[config.mk]
export PLATFORM = sky130hd
export DESIGN_NAME = port_pin_mode_config
export DESIGN_NICKNAME = d
export VERILOG_FILES = /design/src/port_cfg_pkg.sv /design/src/pin_driver.sv /design/src/port_pin_mode_config.sv
export SDC_FILE = /design/constraint.sdc
export NUM_CORES = 1
export LEC_CHECK = 0
export BUFFER_PORTS_ARGS = -buffer_cell sky130_fd_sc_hd__buf_2
export CAP_MARGIN = 20
export CORE_UTILIZATION = 35
export DETAILED_ROUTE_END_ITERATION = 10
export PLACE_DENSITY_LB_ADDON = 0.08
export RECOVER_POWER = 50
export SYNTH_ARGS = -nofsm -noshare
export SYNTH_HDL_FRONTEND = slang
export SYNTH_HIERARCHICAL = 1
export SYNTH_SLANG_ARGS = --single-unit
[constraint.sdc]
create_clock -name SYS_CLK_IN -period 1.9 [get_ports SYS_CLK_IN]
set_clock_uncertainty 0.15 [all_clocks]
set_input_delay 0.38 -clock SYS_CLK_IN [delete_from_list [all_inputs] [get_ports SYS_CLK_IN]]
set_output_delay 0.38 -clock SYS_CLK_IN [all_outputs]
set_load 0.03 [all_outputs]
[src/port_cfg_pkg.sv]
package port_cfg_pkg;
  // ---------------------------------------------------------------
  // Register offsets (SFR addresses)
  // ---------------------------------------------------------------
  localparam logic [7:0] ADDR_PAGE_SEL = 8'h9f;
  localparam logic [7:0] ADDR_P3_LO_OR_THRESH = 8'hac;
  localparam logic [7:0] ADDR_P3_HI_OR_SLEW = 8'had;
  localparam logic [7:0] ADDR_P3_DATA = 8'hb0;
  localparam logic [7:0] ADDR_P0_LO = 8'hb1;
  localparam logic [7:0] ADDR_P0_HI = 8'hb2;
  localparam logic [7:0] ADDR_STATUS = 8'h9e;

  // ---------------------------------------------------------------
  // Reset values and field positions
  // ---------------------------------------------------------------
  localparam logic [7:0] RST_P0_LO = 8'hff;
  localparam logic [7:0] RST_P0_HI = 8'h00;
  localparam logic RST_P3_LO = 1'b1;
  localparam logic RST_P3_HI = 1'b0;
  localparam logic RST_P3_THRESH = 1'b0;
  localparam logic RST_P3_SLEW = 1'b0;
  localparam logic RST_P3_DATA = 1'b1;
  localparam logic RST_PAGE = 1'b0;
  localparam int PIN0_BIT = 0;
  localparam int PAGE_BIT = 0;
  localparam logic PAGE_0 = 1'b0;
  localparam logic PAGE_1 = 1'b1;

  // ---------------------------------------------------------------
  // Output types, {mode_lo, mode_hi}
  // ---------------------------------------------------------------
  localparam logic [1:0] MODE_QUASI = 2'h0;
  localparam logic [1:0] MODE_PUSH_PULL = 2'h1;
  localparam logic [1:0] MODE_INPUT_ONLY = 2'h2;
  localparam logic [1:0] MODE_OPEN_DRAIN = 2'h3;
endpackage

[src/pin_driver.sv]
`timescale 1ns/1ps
module pin_driver (
  input wire logic [1:0] mode_in,
  input wire logic data_in,
  output logic drive_out,
  output logic oe_n_out,
  output logic weak_pull_out
);
  // Quasi mode drives low strongly, high only by a weak pull-up
  wire is_push = (mode_in == port_cfg_pkg::MODE_PUSH_PULL);
  wire is_quasi = (mode_in == port_cfg_pkg::MODE_QUASI);
  wire is_od = (mode_in == port_cfg_pkg::MODE_OPEN_DRAIN);
  wire drives = is_push | ((is_quasi | is_od) & ~data_in);
  assign drive_out = data_in & is_push;
  assign oe_n_out = ~drives;
  assign weak_pull_out = is_quasi & data_in;
endmodule // pin_driver

[src/port_pin_mode_config.sv]
`timescale 1ns/1ps
// Summary of operation
// - Each port 0 pin's type is {lo bit, hi bit}: 00 quasi, 01 push-pull, 10 input-only, 11 open-drain.
// - The port 3 pin's type comes from bit 0 of its lo and hi mode registers.
// - Threshold bit 0 picks TTL input when 0 and Schmitt input when 1.
// - Slew bit 0 picks normal slew when 0 and high-speed slew when 1.
// - Port 3 data bits 7 to 1 always read as 0.
// - The port 3 pin is I/O only on the internal oscillator, else the oscillator input.
// - Off the internal oscillator, port 3 data writes are ignored and reads give 0.
// - Shared addresses reach mode registers on page 0 and threshold or slew on page 1.
// - Port 0 hi mode resets to zero, so port 0 starts input-only.
module port_pin_mode_config #(
  parameter int P0_WIDTH = 8
) (
  input wire logic SYS_CLK_IN,
  input wire logic RST_IN,
  input wire logic [7:0] ADDR_IN,
  input wire logic [7:0] WDATA_IN,
  input wire logic WR_IN,
  input wire logic RD_IN,
  output logic [7:0] RDATA_OUT,
  input wire logic INT_OSC_SEL_IN,
  input wire logic [P0_WIDTH-1:0] P0_PIN_IN,
  output logic [P0_WIDTH-1:0] P0_PIN_OUT,
  output logic [P0_WIDTH-1:0] P0_PIN_OE_N_OUT,
  output logic [P0_WIDTH-1:0] P0_WEAK_PULL_OUT,
  output logic [P0_WIDTH-1:0] P0_MODE_PUSH_OUT,
  input wire logic P3_PIN0_IN,
  output logic P3_PIN0_OUT,
  output logic P3_PIN0_OE_N_OUT,
  output logic P3_WEAK_PULL_OUT,
  output logic P3_SCHMITT_OUT,
  output logic P3_FAST_SLEW_OUT,
  output logic EXT_OSC_ROUTE_OUT,
  output logic EXT_OSC_CLK_OUT
);
  // ---------------------------------------------------------------
  // Parameter check
  // ---------------------------------------------------------------
  if (P0_WIDTH < 1 || P0_WIDTH > 8) begin : g_bad_width
    $error("P0_WIDTH must be 1 to 8");
  end

  // ---------------------------------------------------------------
  // Storage
  // ---------------------------------------------------------------
  logic [P0_WIDTH-1:0] port0_mode_select_lo;
  logic [P0_WIDTH-1:0] port0_mode_select_hi;
  logic [P0_WIDTH-1:0] port0_data;
  logic port3_mode_select_lo;
  logic port3_mode_select_hi;
  logic port3_input_threshold;
  logic port3_slew_ctrl;
  logic port3_pin_data;
  logic page;
  logic osc_sync1;
  logic osc_sync2;
  logic p3_sync1;
  logic p3_sync2;
  logic [P0_WIDTH-1:0] p0_sync1;
  logic [P0_WIDTH-1:0] p0_sync2;
  logic [7:0] rdata;

  // ---------------------------------------------------------------
  // Input synchronisers
  // ---------------------------------------------------------------
  // Clock select comes from the clock tree, treated as asynchronous
  always_ff @(posedge SYS_CLK_IN or posedge RST_IN) begin
    if (RST_IN) begin
      osc_sync1 <= 1'b0;
      osc_sync2 <= 1'b0;
      p3_sync1 <= 1'b0;
      p3_sync2 <= 1'b0;
      p0_sync1 <= '0;
      p0_sync2 <= '0;
    end else begin
      osc_sync1 <= INT_OSC_SEL_IN;
      osc_sync2 <= osc_sync1;
      p3_sync1 <= P3_PIN0_IN;
      p3_sync2 <= p3_sync1;
      p0_sync1 <= P0_PIN_IN;
      p0_sync2 <= p0_sync1;
    end
  end

  wire gpio_ok = osc_sync2;

  // ---------------------------------------------------------------
  // Address decode
  // ---------------------------------------------------------------
  wire hit_page = (ADDR_IN == port_cfg_pkg::ADDR_PAGE_SEL);
  wire hit_ac = (ADDR_IN == port_cfg_pkg::ADDR_P3_LO_OR_THRESH);
  wire hit_ad = (ADDR_IN == port_cfg_pkg::ADDR_P3_HI_OR_SLEW);
  wire hit_p3 = (ADDR_IN == port_cfg_pkg::ADDR_P3_DATA);
  wire hit_p0lo = (ADDR_IN == port_cfg_pkg::ADDR_P0_LO);
  wire hit_p0hi = (ADDR_IN == port_cfg_pkg::ADDR_P0_HI);
  wire hit_stat = (ADDR_IN == port_cfg_pkg::ADDR_STATUS);
  wire pg0 = (page == port_cfg_pkg::PAGE_0);
  wire pg1 = (page == port_cfg_pkg::PAGE_1);
  wire sel_p3_lo = hit_ac & pg0;
  wire sel_p3_thr = hit_ac & pg1;
  wire sel_p3_hi = hit_ad & pg0;
  wire sel_p3_slew = hit_ad & pg1;
  // Port 0 page 1 holds threshold/slew for other blocks; not mapped here
  wire sel_p0_lo = hit_p0lo & pg0;
  wire sel_p0_hi = hit_p0hi & pg0;
  wire wr_p3_data = WR_IN & hit_p3 & gpio_ok;
  wire wbit0 = WDATA_IN[port_cfg_pkg::PIN0_BIT];

  // ---------------------------------------------------------------
  // Registers
  // ---------------------------------------------------------------
  always_ff @(posedge SYS_CLK_IN or posedge RST_IN) begin
    if (RST_IN) begin
      page <= port_cfg_pkg::RST_PAGE;
      port0_mode_select_lo <= port_cfg_pkg::RST_P0_LO[P0_WIDTH-1:0];
      port0_mode_select_hi <= port_cfg_pkg::RST_P0_HI[P0_WIDTH-1:0];
      port3_mode_select_lo <= port_cfg_pkg::RST_P3_LO;
      port3_mode_select_hi <= port_cfg_pkg::RST_P3_HI;
      port3_input_threshold <= port_cfg_pkg::RST_P3_THRESH;
      port3_slew_ctrl <= port_cfg_pkg::RST_P3_SLEW;
      port3_pin_data <= port_cfg_pkg::RST_P3_DATA;
    end else begin
      if (WR_IN && hit_page) begin
        page <= WDATA_IN[port_cfg_pkg::PAGE_BIT];
      end
      if (WR_IN && sel_p0_lo) begin
        port0_mode_select_lo <= WDATA_IN[P0_WIDTH-1:0];
      end
      if (WR_IN && sel_p0_hi) begin
        port0_mode_select_hi <= WDATA_IN[P0_WIDTH-1:0];
      end
      if (WR_IN && sel_p3_lo) begin
        port3_mode_select_lo <= wbit0;
      end
      if (WR_IN && sel_p3_hi) begin
        port3_mode_select_hi <= wbit0;
      end
      if (WR_IN && sel_p3_thr) begin
        port3_input_threshold <= wbit0;
      end
      if (WR_IN && sel_p3_slew) begin
        port3_slew_ctrl <= wbit0;
      end
      if (wr_p3_data) begin
        port3_pin_data <= wbit0;
      end
    end
  end

  // Port 0 output latch: a data write port is outside this block, so the
  // latch holds ones, letting quasi and open-drain pins float high.
  assign port0_data = '1;

  // ---------------------------------------------------------------
  // Read path
  // ---------------------------------------------------------------
  wire [7:0] p0_lo_rd = 8'(port0_mode_select_lo);
  wire [7:0] p0_hi_rd = 8'(port0_mode_select_hi);
  wire [7:0] p3_lo_rd = {7'h00, port3_mode_select_lo};
  wire [7:0] p3_hi_rd = {7'h00, port3_mode_select_hi};
  wire [7:0] p3_thr_rd = {7'h00, port3_input_threshold};
  wire [7:0] p3_slew_rd = {7'h00, port3_slew_ctrl};
  // Pin level is read, as an 8051 port read does
  wire [7:0] p3_data_rd = {7'h00, p3_sync2 & gpio_ok};
  wire [7:0] page_rd = {7'h00, page};
  wire [7:0] stat_rd = {7'h00, gpio_ok};

  always_comb begin
    rdata = 8'h00;
    if (sel_p3_lo) begin
      rdata = p3_lo_rd;
    end else if (sel_p3_thr) begin
      rdata = p3_thr_rd;
    end else if (sel_p3_hi) begin
      rdata = p3_hi_rd;
    end else if (sel_p3_slew) begin
      rdata = p3_slew_rd;
    end else if (hit_p3) begin
      rdata = p3_data_rd;
    end else if (sel_p0_lo) begin
      rdata = p0_lo_rd;
    end else if (sel_p0_hi) begin
      rdata = p0_hi_rd;
    end else if (hit_page) begin
      rdata = page_rd;
    end else if (hit_stat) begin
      rdata = stat_rd;
    end
  end

  always_ff @(posedge SYS_CLK_IN or posedge RST_IN) begin
    if (RST_IN) begin
      RDATA_OUT <= 8'h00;
    end else if (RD_IN) begin
      RDATA_OUT <= rdata;
    end else begin
      RDATA_OUT <= 8'h00;
    end
  end

  // ---------------------------------------------------------------
  // Port 0 pin drivers
  // ---------------------------------------------------------------
  for (genvar i = 0; i < P0_WIDTH; i++) begin : g_p0
    wire [1:0] mode = {port0_mode_select_lo[i], port0_mode_select_hi[i]};
    pin_driver u_drv (
      .mode_in(mode),
      .data_in(port0_data[i]),
      .drive_out(P0_PIN_OUT[i]),
      .oe_n_out(P0_PIN_OE_N_OUT[i]),
      .weak_pull_out(P0_WEAK_PULL_OUT[i])
    );
    assign P0_MODE_PUSH_OUT[i] = (mode == port_cfg_pkg::MODE_PUSH_PULL);
  end

  // ---------------------------------------------------------------
  // Port 3 pin
  // ---------------------------------------------------------------
  wire [1:0] p3_mode = {port3_mode_select_lo, port3_mode_select_hi};
  logic p3_drive;
  logic p3_oe_n;
  logic p3_weak;

  pin_driver u_p3_drv (
    .mode_in(p3_mode),
    .data_in(port3_pin_data),
    .drive_out(p3_drive),
    .oe_n_out(p3_oe_n),
    .weak_pull_out(p3_weak)
  );

  // As oscillator input the pin is never driven, whatever its mode says
  assign P3_PIN0_OUT = p3_drive & gpio_ok;
  assign P3_PIN0_OE_N_OUT = p3_oe_n | ~gpio_ok;
  assign P3_WEAK_PULL_OUT = p3_weak & gpio_ok;
  assign EXT_OSC_ROUTE_OUT = ~gpio_ok;
  // Raw pin goes straight to the clock tree; synchronising would spoil it
  assign EXT_OSC_CLK_OUT = P3_PIN0_IN & ~gpio_ok;
  assign P3_SCHMITT_OUT = port3_input_threshold;
  assign P3_FAST_SLEW_OUT = port3_slew_ctrl;

  // p0_sync2 is kept for a future data read path; unused bits tied off
  wire unused_ok = &{1'b0, p0_sync2};
endmodule // port_pin_mode_config

# After elaboration in Yosys (flattened, before gate mapping)
# Cells that the tools add are included.
dict set report totals {
  out_inout_bits 47
  register_bits 34
}
dict set report op_classes {
  reduce_logical 16
  bitwise 30
  n_eq_ne 17
  n_mux 10
}
# op count
set op_table {}
lappend op_table {{$mux 8} 8}
lappend op_table {{$eq 8x8->1 const B} 7}
lappend op_table {{$eq 2x1->1 const B} 9}
lappend op_table {{$logic_not 2->1} 9}
lappend op_table {{$and 1x1->1} 15}
lappend op_table {{$not 1->1} 12}
lappend op_table {{$logic_and 1x1->1} 7}
lappend op_table {{$or 1x1->1} 3}
lappend op_table {{$eq 2x2->1 const B} 1}
lappend op_table {{$mux 1} 2}

# Longest topological paths before layout
# Gate-level depths: netlist of run 1.
dict set report depth {
  word_depth 11
  depth_mapped 5
}

# Hierarchy
# The synthesis of run 1 kept the hierarchy.
# module cells_per_inst area_each_um2 seq_area_each_um2 instances
set by_module_without_submodules {}
lappend by_module_without_submodules {port_pin_mode_config 125 1579.0 863.3 1}
lappend by_module_without_submodules {pin_driver 7 56.3 0.0 9}

# Worst setup path before layout of run 1
# OpenSTA, ideal clock, no wires.
dict set report synth_path {
  kind {input port to flip-flop}
  from {input ADDR_IN[6]}
  to {register port0_mode_select_hi[0] (netlist: p0_hi_rd[0])}
  path_stages 4
  arrival_ns 1.769
  setup_ns 0.125
  path_slack_ns -0.143
  path_cell_list {nand3b_2 or4_4 nor2_2 mux2_2}
}
dict set report synth_via {
  elab_chain_cells 3
}
# item line_no
set synth_rtl {}
lappend synth_rtl {{start, declared} port_pin_mode_config.sv:17} ;# input wire logic [7:0] ADDR_IN,
lappend synth_rtl {{$eq 8x8->1} port_pin_mode_config.sv:96} ;# wire hit_p0hi = (ADDR_IN == port_cfg_pkg::ADDR_P0_HI);
lappend synth_rtl {{$and 1x1->1} port_pin_mode_config.sv:106} ;# wire sel_p0_hi = hit_p0hi & pg0;
lappend synth_rtl {{$logic_and 1x1->1} port_pin_mode_config.sv:130} ;# if (WR_IN && sel_p0_hi) begin
lappend synth_rtl {{end signal, assigned} port_pin_mode_config.sv:117} ;# port0_mode_select_hi <= port_cfg_pkg::RST_P0_HI[P0_WIDTH-1:0];
lappend synth_rtl {{end signal, assigned} port_pin_mode_config.sv:131} ;# port0_mode_select_hi <= WDATA_IN[P0_WIDTH-1:0];
lappend synth_rtl {{end, declared} port_pin_mode_config.sv:48} ;# logic [P0_WIDTH-1:0] port0_mode_select_hi;
# Every way passes these cells.
# A chain may end at the register's enable or synchronous reset.

# Final worst setup path of run 1
dict set report layout_path {
  from {register port3_mode_select_lo}
  to {output P3_PIN0_OE_N_OUT}
}
dict set report layout_via {
  elab_chain_cells 6
  word_cells_on_any_way 8
  cone_classes {eq/ne (2); bitwise (5); reduce/logical (1)}
}
# item line_no
set layout_rtl {}
lappend layout_rtl {{start, declared} port_pin_mode_config.sv:50} ;# logic port3_mode_select_lo;
lappend layout_rtl {{start signal, assigned} port_pin_mode_config.sv:118} ;# port3_mode_select_lo <= port_cfg_pkg::RST_P3_LO;
lappend layout_rtl {{start signal, assigned} port_pin_mode_config.sv:134} ;# port3_mode_select_lo <= wbit0;
lappend layout_rtl {{$eq 2x2->1 / $logic_not 2->1 (equally long branches)} {pin_driver.sv:12, pin_driver.sv:11}}
lappend layout_rtl {{$or 1x1->1} pin_driver.sv:13} ;# wire drives = is_push | ((is_quasi | is_od) & ~data_in);
lappend layout_rtl {{$and 1x1->1} pin_driver.sv:13}
lappend layout_rtl {{$or 1x1->1 *} pin_driver.sv:13}
lappend layout_rtl {{$not 1->1 *} pin_driver.sv:15} ;# assign oe_n_out = ~drives;
lappend layout_rtl {{via p3_oe_n} port_pin_mode_config.sv:222} ;# logic p3_oe_n;
lappend layout_rtl {{$or 1x1->1 *} port_pin_mode_config.sv:235} ;# assign P3_PIN0_OE_N_OUT = p3_oe_n | ~gpio_ok;
lappend layout_rtl {{end, declared} port_pin_mode_config.sv:30} ;# output logic P3_PIN0_OE_N_OUT,
# Mark *: on every way through the listed nets, which the timed path passes. The rest lies on a longest branch.

==> results of run 1 <==
-- cells by family after synthesis --
family / count (synthesis) / synth area share (%)
simple gates: 66 / 21.5
buf+inv: 23 / 4.20
fa+ha+maj: 18 / 10.8
other cells: 1 / 0.180
mux: 23 / 13.0
compound gates: 23 / 9.00
flops: 34 / 41.4
-- metrics by stage --
step	total power, mW	cells	utilization (%)	setup TNS, ps
CTS	1.84	389	57.5	-390
floorplan	1.04	211	-	-672
detailed placement	1.17	372	49.9	-2640
global placement	1.17	372	49.9	-2670
global route	1.95	389	60.3	-732
finish	1.87	389	60.3	-291
-- worst max path at each step --
| stage | startpoint | to | slack [ps] | cells after the start |
|---|---|---|---|---|
| 2_1_floorplan | ADDR_IN[6] | p0_lo_rd[1] | -90 | 4 |
| 3_3_place_gp | ADDR_IN[6] | p0_lo_rd[1] | -180 | 6 |
| 3_5_place_dp | ADDR_IN[6] | p0_lo_rd[1] | -190 | 6 |
| 4_1_cts | port3_mode_select_lo | P3_PIN0_OE_N_OUT | -150 | 5 |
| 5_1_grt | port3_mode_select_lo | P3_PIN0_OE_N_OUT | -180 | 5 |
| 6_report | port3_mode_select_lo | P3_PIN0_OE_N_OUT | -130 | 5 |
-- layer usage --
layer | up-vias | part of all wire, % | track usage, %
li1 | 874 | - | -
met1 | 879 | 44 | 20.8
met2 | 49 | 50 | 29.9
met3 | 8 | 4.6 | 4.48
met4 | 0 | 1.5 | 6.91
met5 | - | 0 | 0
-- worst max-delay path, delay by kind of cell, from the launching register on --
| kind | cells | cell delay (ps) |
|---|---|---|
| compound gates | 1 | 160 |
| fa+ha+maj | 1 | 200 |
| buf+inv | 2 | 190 |
| flops | 1 | 540 |
| simple gates | 1 | 130 |
-- layout make-up --
type | instances | area (sq um) | share of cell area (%)
Clock inverter | 2 | 12.5 | 0.370
Clock buffer | 6 | 82.6 | 2.44
Tap cell | 72 | 90.1 | 2.66
Timing Repair Buffer | 100 | 753 | 22.3
Inverter | 21 | 81.3 | 2.40
Sequential cell | 34 | 863 | 25.5
Multi-Input combinational cell | 154 | 1500 | 44.3
-- cell usage after synthesis (2+ instances only) --
cell type   n
o21ba_1     9
nor3_1      2
nand3_1     2
nor2b_1    10
inv_1      21
nand2_1     5
dfstp_2    10
o22ai_1     2
nand4b_1    2
ha_1       18
a22oi_1     8
nor2_1      9
mux2_2     22
nand2b_1    2
and2_2      9
dfrtp_1    24
and2_1     11
-- timing repair --
item                       CTS  global route
buffers inserted             9             0
setup endpoints to repair   30            40
resized for setup           68            56
pin swaps                    2             6
-- power breakdown --
group,internal [mW],total (mW),leakage (nW),switching [mW]
clock,0.291,0.562,0.0472,0.271
sequential,0.756,0.785,0.428,0.0290
combinational,0.257,0.519,1.12,0.262
==> results.sh, run 1 <==
export IMPL_status="complete, but fails checks"
export IMPL_violations="negative setup slack"
export IMPL_first_pass_iters=4
export IMPL_leakagePower_nw=1.59
export IMPL_initial_core_util_pct=37.2
export IMPL_synthCells=188
export IMPL_overflow=0
export IMPL_path_max_fanout=2
export IMPL_ys_ff_latch=34
export IMPL_arrival_ps=1500
export IMPL_die_area_sq_mm=0.00627
export IMPL_fp_dieH_um=79.2
export IMPL_synth_edf_count=0
export IMPL_fin_area_sq_mm=0.00338
export IMPL_drv_cap=0
export IMPL_min_period_ps=2030
export IMPL_cts_tree="built"
export IMPL_rows=27
export IMPL_cp_start_kind="register"
export IMPL_clk_pin_slew_worst_paths_ps=70
export IMPL_post_synth_top_area_cell="dfrtp_1"
export IMPL_antenna_found_initial=0
export IMPL_core_area_sq_mm=0.00561
export IMPL_worstRegToRegCells=4
export IMPL_grt_pass1_wl_um=8310
export IMPL_numCtsBuffers=5
export IMPL_drive_above_1_share_pct=59.9
export IMPL_path_cells="inv_2 -> ha_4 -> o21ba_1 -> nand2b_4 -> buf_6"
export IMPL_reg2reg_slack_ps=90
export IMPL_drc=0
export IMPL_synth_top_area_share_pct=28.8
export IMPL_rsz0062_at_grt="yes"
export IMPL_drtAntennaViolNets=0
export IMPL_grt_max_degree=35
export IMPL_setup_viol=6
export IMPL_slew_headroom_pct=43.3
export IMPL_layout_common_cells="buf_2, buf_6, buf_4"
export IMPL_dp_hpwl_um=3670
export IMPL_avgSynthCellArea_sq_um=11.1
export IMPL_hp_class="input pin to register"
export IMPL_timing_fmax_mhz=493
export IMPL_cts_sinks=34
export IMPL_insertion_delay_ps=280
export IMPL_synth_cell_type_count=39
export IMPL_io_pin_count=77
export IMPL_die_x_um=79.2
export IMPL_cts_buffer_depth=2
export IMPL_gp_congestion=0.863
export IMPL_endpoint_kind="primary output"
export IMPL_cts_htree_levels=2
export IMPL_grt_usage_pct=17.5
export IMPL_worstMarginPinSlew_ps=850
export IMPL_clockRootBuffer="clkbuf_8"
export IMPL_ctsHoldBuffers=0
export IMPL_power_density_mw_per_mm2=552
export IMPL_via_per_inst=4.65
export IMPL_ir_drop_v=0.000327
export IMPL_syn_area_sq_mm=0.00209
export IMPL_n_antenna_cell=0
export IMPL_maxSlewViolCount=0
export IMPL_nFillCells=508
export IMPL_syn_to_final_growth_pct=62.1
export IMPL_async_reset_ff_share_pct=100
export IMPL_slowest_delay_ps=540
export IMPL_crit_slowest_cell="dfstp_2"
export IMPL_drtIter0Drc=34
export IMPL_grt_pass1_vias=1812
export IMPL_min_to="osc_sync1"
export IMPL_vias=1810
export IMPL_final_common_cell="buf_2"
export IMPL_routed_wl_um=5300
export IMPL_ys_flop_type="dfrtp_1"
export IMPL_yosysWarnings=6
export IMPL_critPathKind="register to primary output"
export IMPL_hold_slack_ps=53.6
export IMPL_hold_violations=0
export IMPL_timing_final_crit_share_pct=107
export IMPL_port_buffers=68
export IMPL_synth_area_leaders="dfrtp_1, dfstp_2, mux2_2, ha_1, o21ba_1"
export IMPL_wire_per_inst_um=13.6
export IMPL_finalWorstSetupSlack_ps=-129
export IMPL_ys_seq_area_share_pct=41.4
export IMPL_crit_required_ps=1370
export IMPL_final_nets=364
export IMPL_crit_reg2reg_launch="page"
export IMPL_holdPathStages=1
export IMPL_r2r_end="p0_lo_rd[1]"
export IMPL_pre_cts_ws_ps=-187
export IMPL_min_from="INT_OSC_SEL_IN"
export IMPL_postPlaceCellArea_sq_mm=0.00280
Power figures use the tool's default switching activity.
==> run 2: changes to the inputs <==
--- a/config.mk
+++ b/config.mk
@@ -7,7 +7,7 @@
 export LEC_CHECK = 0
 export BUFFER_PORTS_ARGS = -buffer_cell sky130_fd_sc_hd__buf_2
 export CAP_MARGIN = 20
-export CORE_UTILIZATION = 35
+export CORE_UTILIZATION = 45
 export DETAILED_ROUTE_END_ITERATION = 10
 export PLACE_DENSITY_LB_ADDON = 0.08
 export RECOVER_POWER = 50
==> run 2 against run 1 <==
The flow still finishes with violations (negative setup slack). Clock-buffer cell count unchanged. Wire length is 3.8% lower. Final area is 0.78% lower. Utilization is 16 points higher. Cell count is 5.4% lower. Hold slack improved by 4.1 ps.
==> results.sh, run 2 (same netlist as run 1, synthesis figures left out) <==
export IMPL_status="complete, but fails checks"
export IMPL_violations="negative setup slack"
export IMPL_drv_cap=0
export IMPL_hp_class="input pin to register"
export IMPL_io_pin_count=77
export IMPL_grt_usage_pct=20.1
export IMPL_pre_cts_ws_ps=-209
export IMPL_drc=0
export IMPL_fin_util_pct=76.0
export IMPL_timing_final_crit_share_pct=108
export IMPL_rsz0062_at_grt="yes"
export IMPL_gp_congestion=0.861
export IMPL_cp_start_kind="register"
export IMPL_worstRegToRegCells=4
export IMPL_min_period_ps=2060
export IMPL_ir_drop_v=0.000418
export IMPL_crit_end="P3_PIN0_OUT"
export IMPL_slew_headroom_pct=45.6
export IMPL_n_antenna_cell=0
export IMPL_crit_start="port3_mode_select_lo"
export IMPL_cts_sinks=34
export IMPL_port_buffers=68
export IMPL_finalWorstSetupSlack_ps=-161
export IMPL_clockRootBuffer="clkbuf_8"
export IMPL_ctsHoldBuffers=0
export IMPL_first_pass_iters=4
export IMPL_drtIter0Drc=90
export IMPL_setup_viol=7
export IMPL_leakagePower_nw=1.59
export IMPL_numCtsBuffers=5
export IMPL_layout_common_cells="buf_2, buf_6, buf_4"
export IMPL_maxSlewViolCount=0
export IMPL_cts_buffer_depth=2
export IMPL_endpoint_kind="primary output"
export IMPL_power_density_mw_per_mm2=558
export IMPL_core_area_sq_mm=0.00441
export IMPL_reg2reg_slack_ps=80
export IMPL_finalSetupTns_ps=-514
export IMPL_cts_tree="built"
export IMPL_antenna_found_initial=0
export IMPL_fp_dieH_um=70.1
export IMPL_crit_required_ps=1370
export IMPL_worstMarginPinSlew_ps=817
export IMPL_critPathKind="register to primary output"
export IMPL_rows=24
export IMPL_final_nets=363
export IMPL_vias=1787
export IMPL_hold_violations=0
export IMPL_crit_reg2reg_launch="page"
export IMPL_grt_pass1_vias=1633
export IMPL_r2r_end="p0_lo_rd[6]"
export IMPL_timing_fmax_mhz=485
export IMPL_final_common_cell="buf_2"
export IMPL_initial_core_util_pct=47.3
export IMPL_grt_pass1_wl_um=7740
export IMPL_dp_hpwl_um=3420
export IMPL_via_per_inst=4.86
export IMPL_overflow=0
export IMPL_grt_max_degree=35
export IMPL_cts_htree_levels=2
export IMPL_total_power_mw=1.87
export IMPL_drive_above_1_share_pct=60.4
export IMPL_syn_to_final_growth_pct=60.9
export IMPL_arrival_ps=1530
export IMPL_die_area_sq_mm=0.00491
export IMPL_path_max_fanout=3
export IMPL_wire_per_inst_um=13.8
export IMPL_insertion_delay_ps=280
export IMPL_drtAntennaViolNets=0
export IMPL_die_x_um=70.1
export IMPL_clk_pin_slew_worst_paths_ps=70
export IMPL_routed_wl_um=5090
run 2: cell count changes in the layout (fill, tap and decap cells not counted), moves of 2 or more:
cell    change
and2_1      -2
and2_2      -2
and2_4      +4
ha_4        +2
inv_2       -3
inv_4       +3
mux2_2      +5
mux2_4      -5
run 2: worst min-delay path by stage:
stage                    from               end  slack, ps  cells after the start
3_3_place_gp         p3_sync1          p3_sync2        180                      0
6_report       INT_OSC_SEL_IN         osc_sync1         60                      1
2_1_floorplan       osc_sync1           gpio_ok        180                      0
3_5_place_dp        osc_sync1           gpio_ok        190                      0
4_1_cts                RST_IN  P3_FAST_SLEW_OUT         40                      3
5_1_grt        INT_OSC_SEL_IN         osc_sync1         30                      1
run 2: worst max-delay path, cell delays in order, from the launching register on:
cell     delay, ps
dfstp_2        560
inv_2           60
ha_1           180
and2_2         160
and2_1         160
buf_6          130
run 2: layer usage:
layer / track usage, % / wire, um / vias to the layer above
met3: 5.48 / 217 / 5
met2: 34.8 / 2740 / 49
met5: 0 / 0 / -
met1: 25.8 / 2080 / 858
met4: 2.67 / 54 / 0
li1: - / - / 875
run 2: where the power goes:
part / internal, mW / total [mW] / leakage [nW] / switching (mW)
clock network: 0.291 / 0.561 / 0.0472 / 0.270
registers: 0.756 / 0.788 / 0.426 / 0.0315
logic: 0.260 / 0.523 / 1.11 / 0.263
total: 1.31 / 1.87 / 1.59 / 0.564
run 2: timing repair:
| action | CTS | global route |
|---|---|---|
| endpoints found under the setup margin | 34 | 35 |
| gates resized for setup | 73 | 56 |
| setup buffers | 7 | 1 |
| pin swaps | 2 | 5 |
run 2: through the flow:
stage | area (sq um) | cells | hold slack, ps
2_1_floorplan | 2200 | 211 | 181
3_3_place_gp | 2780 | 352 | 184
3_5_place_dp | 2780 | 352 | 187
4_1_cts | 3200 | 367 | 35.8
5_1_grt | 3360 | 368 | 32.6
6_report | 3360 | 368 | 57.7
run 2: area by class of cell:
class                   count  area, sq um
well taps                  52         65.1
inverters                  21         88.8
clock inverters             2         12.5
repair buffers             99          744
fillers                   322         1060
multi-input cells         154         1500
clock buffers               6         82.6
flip-flops and latches     34          865
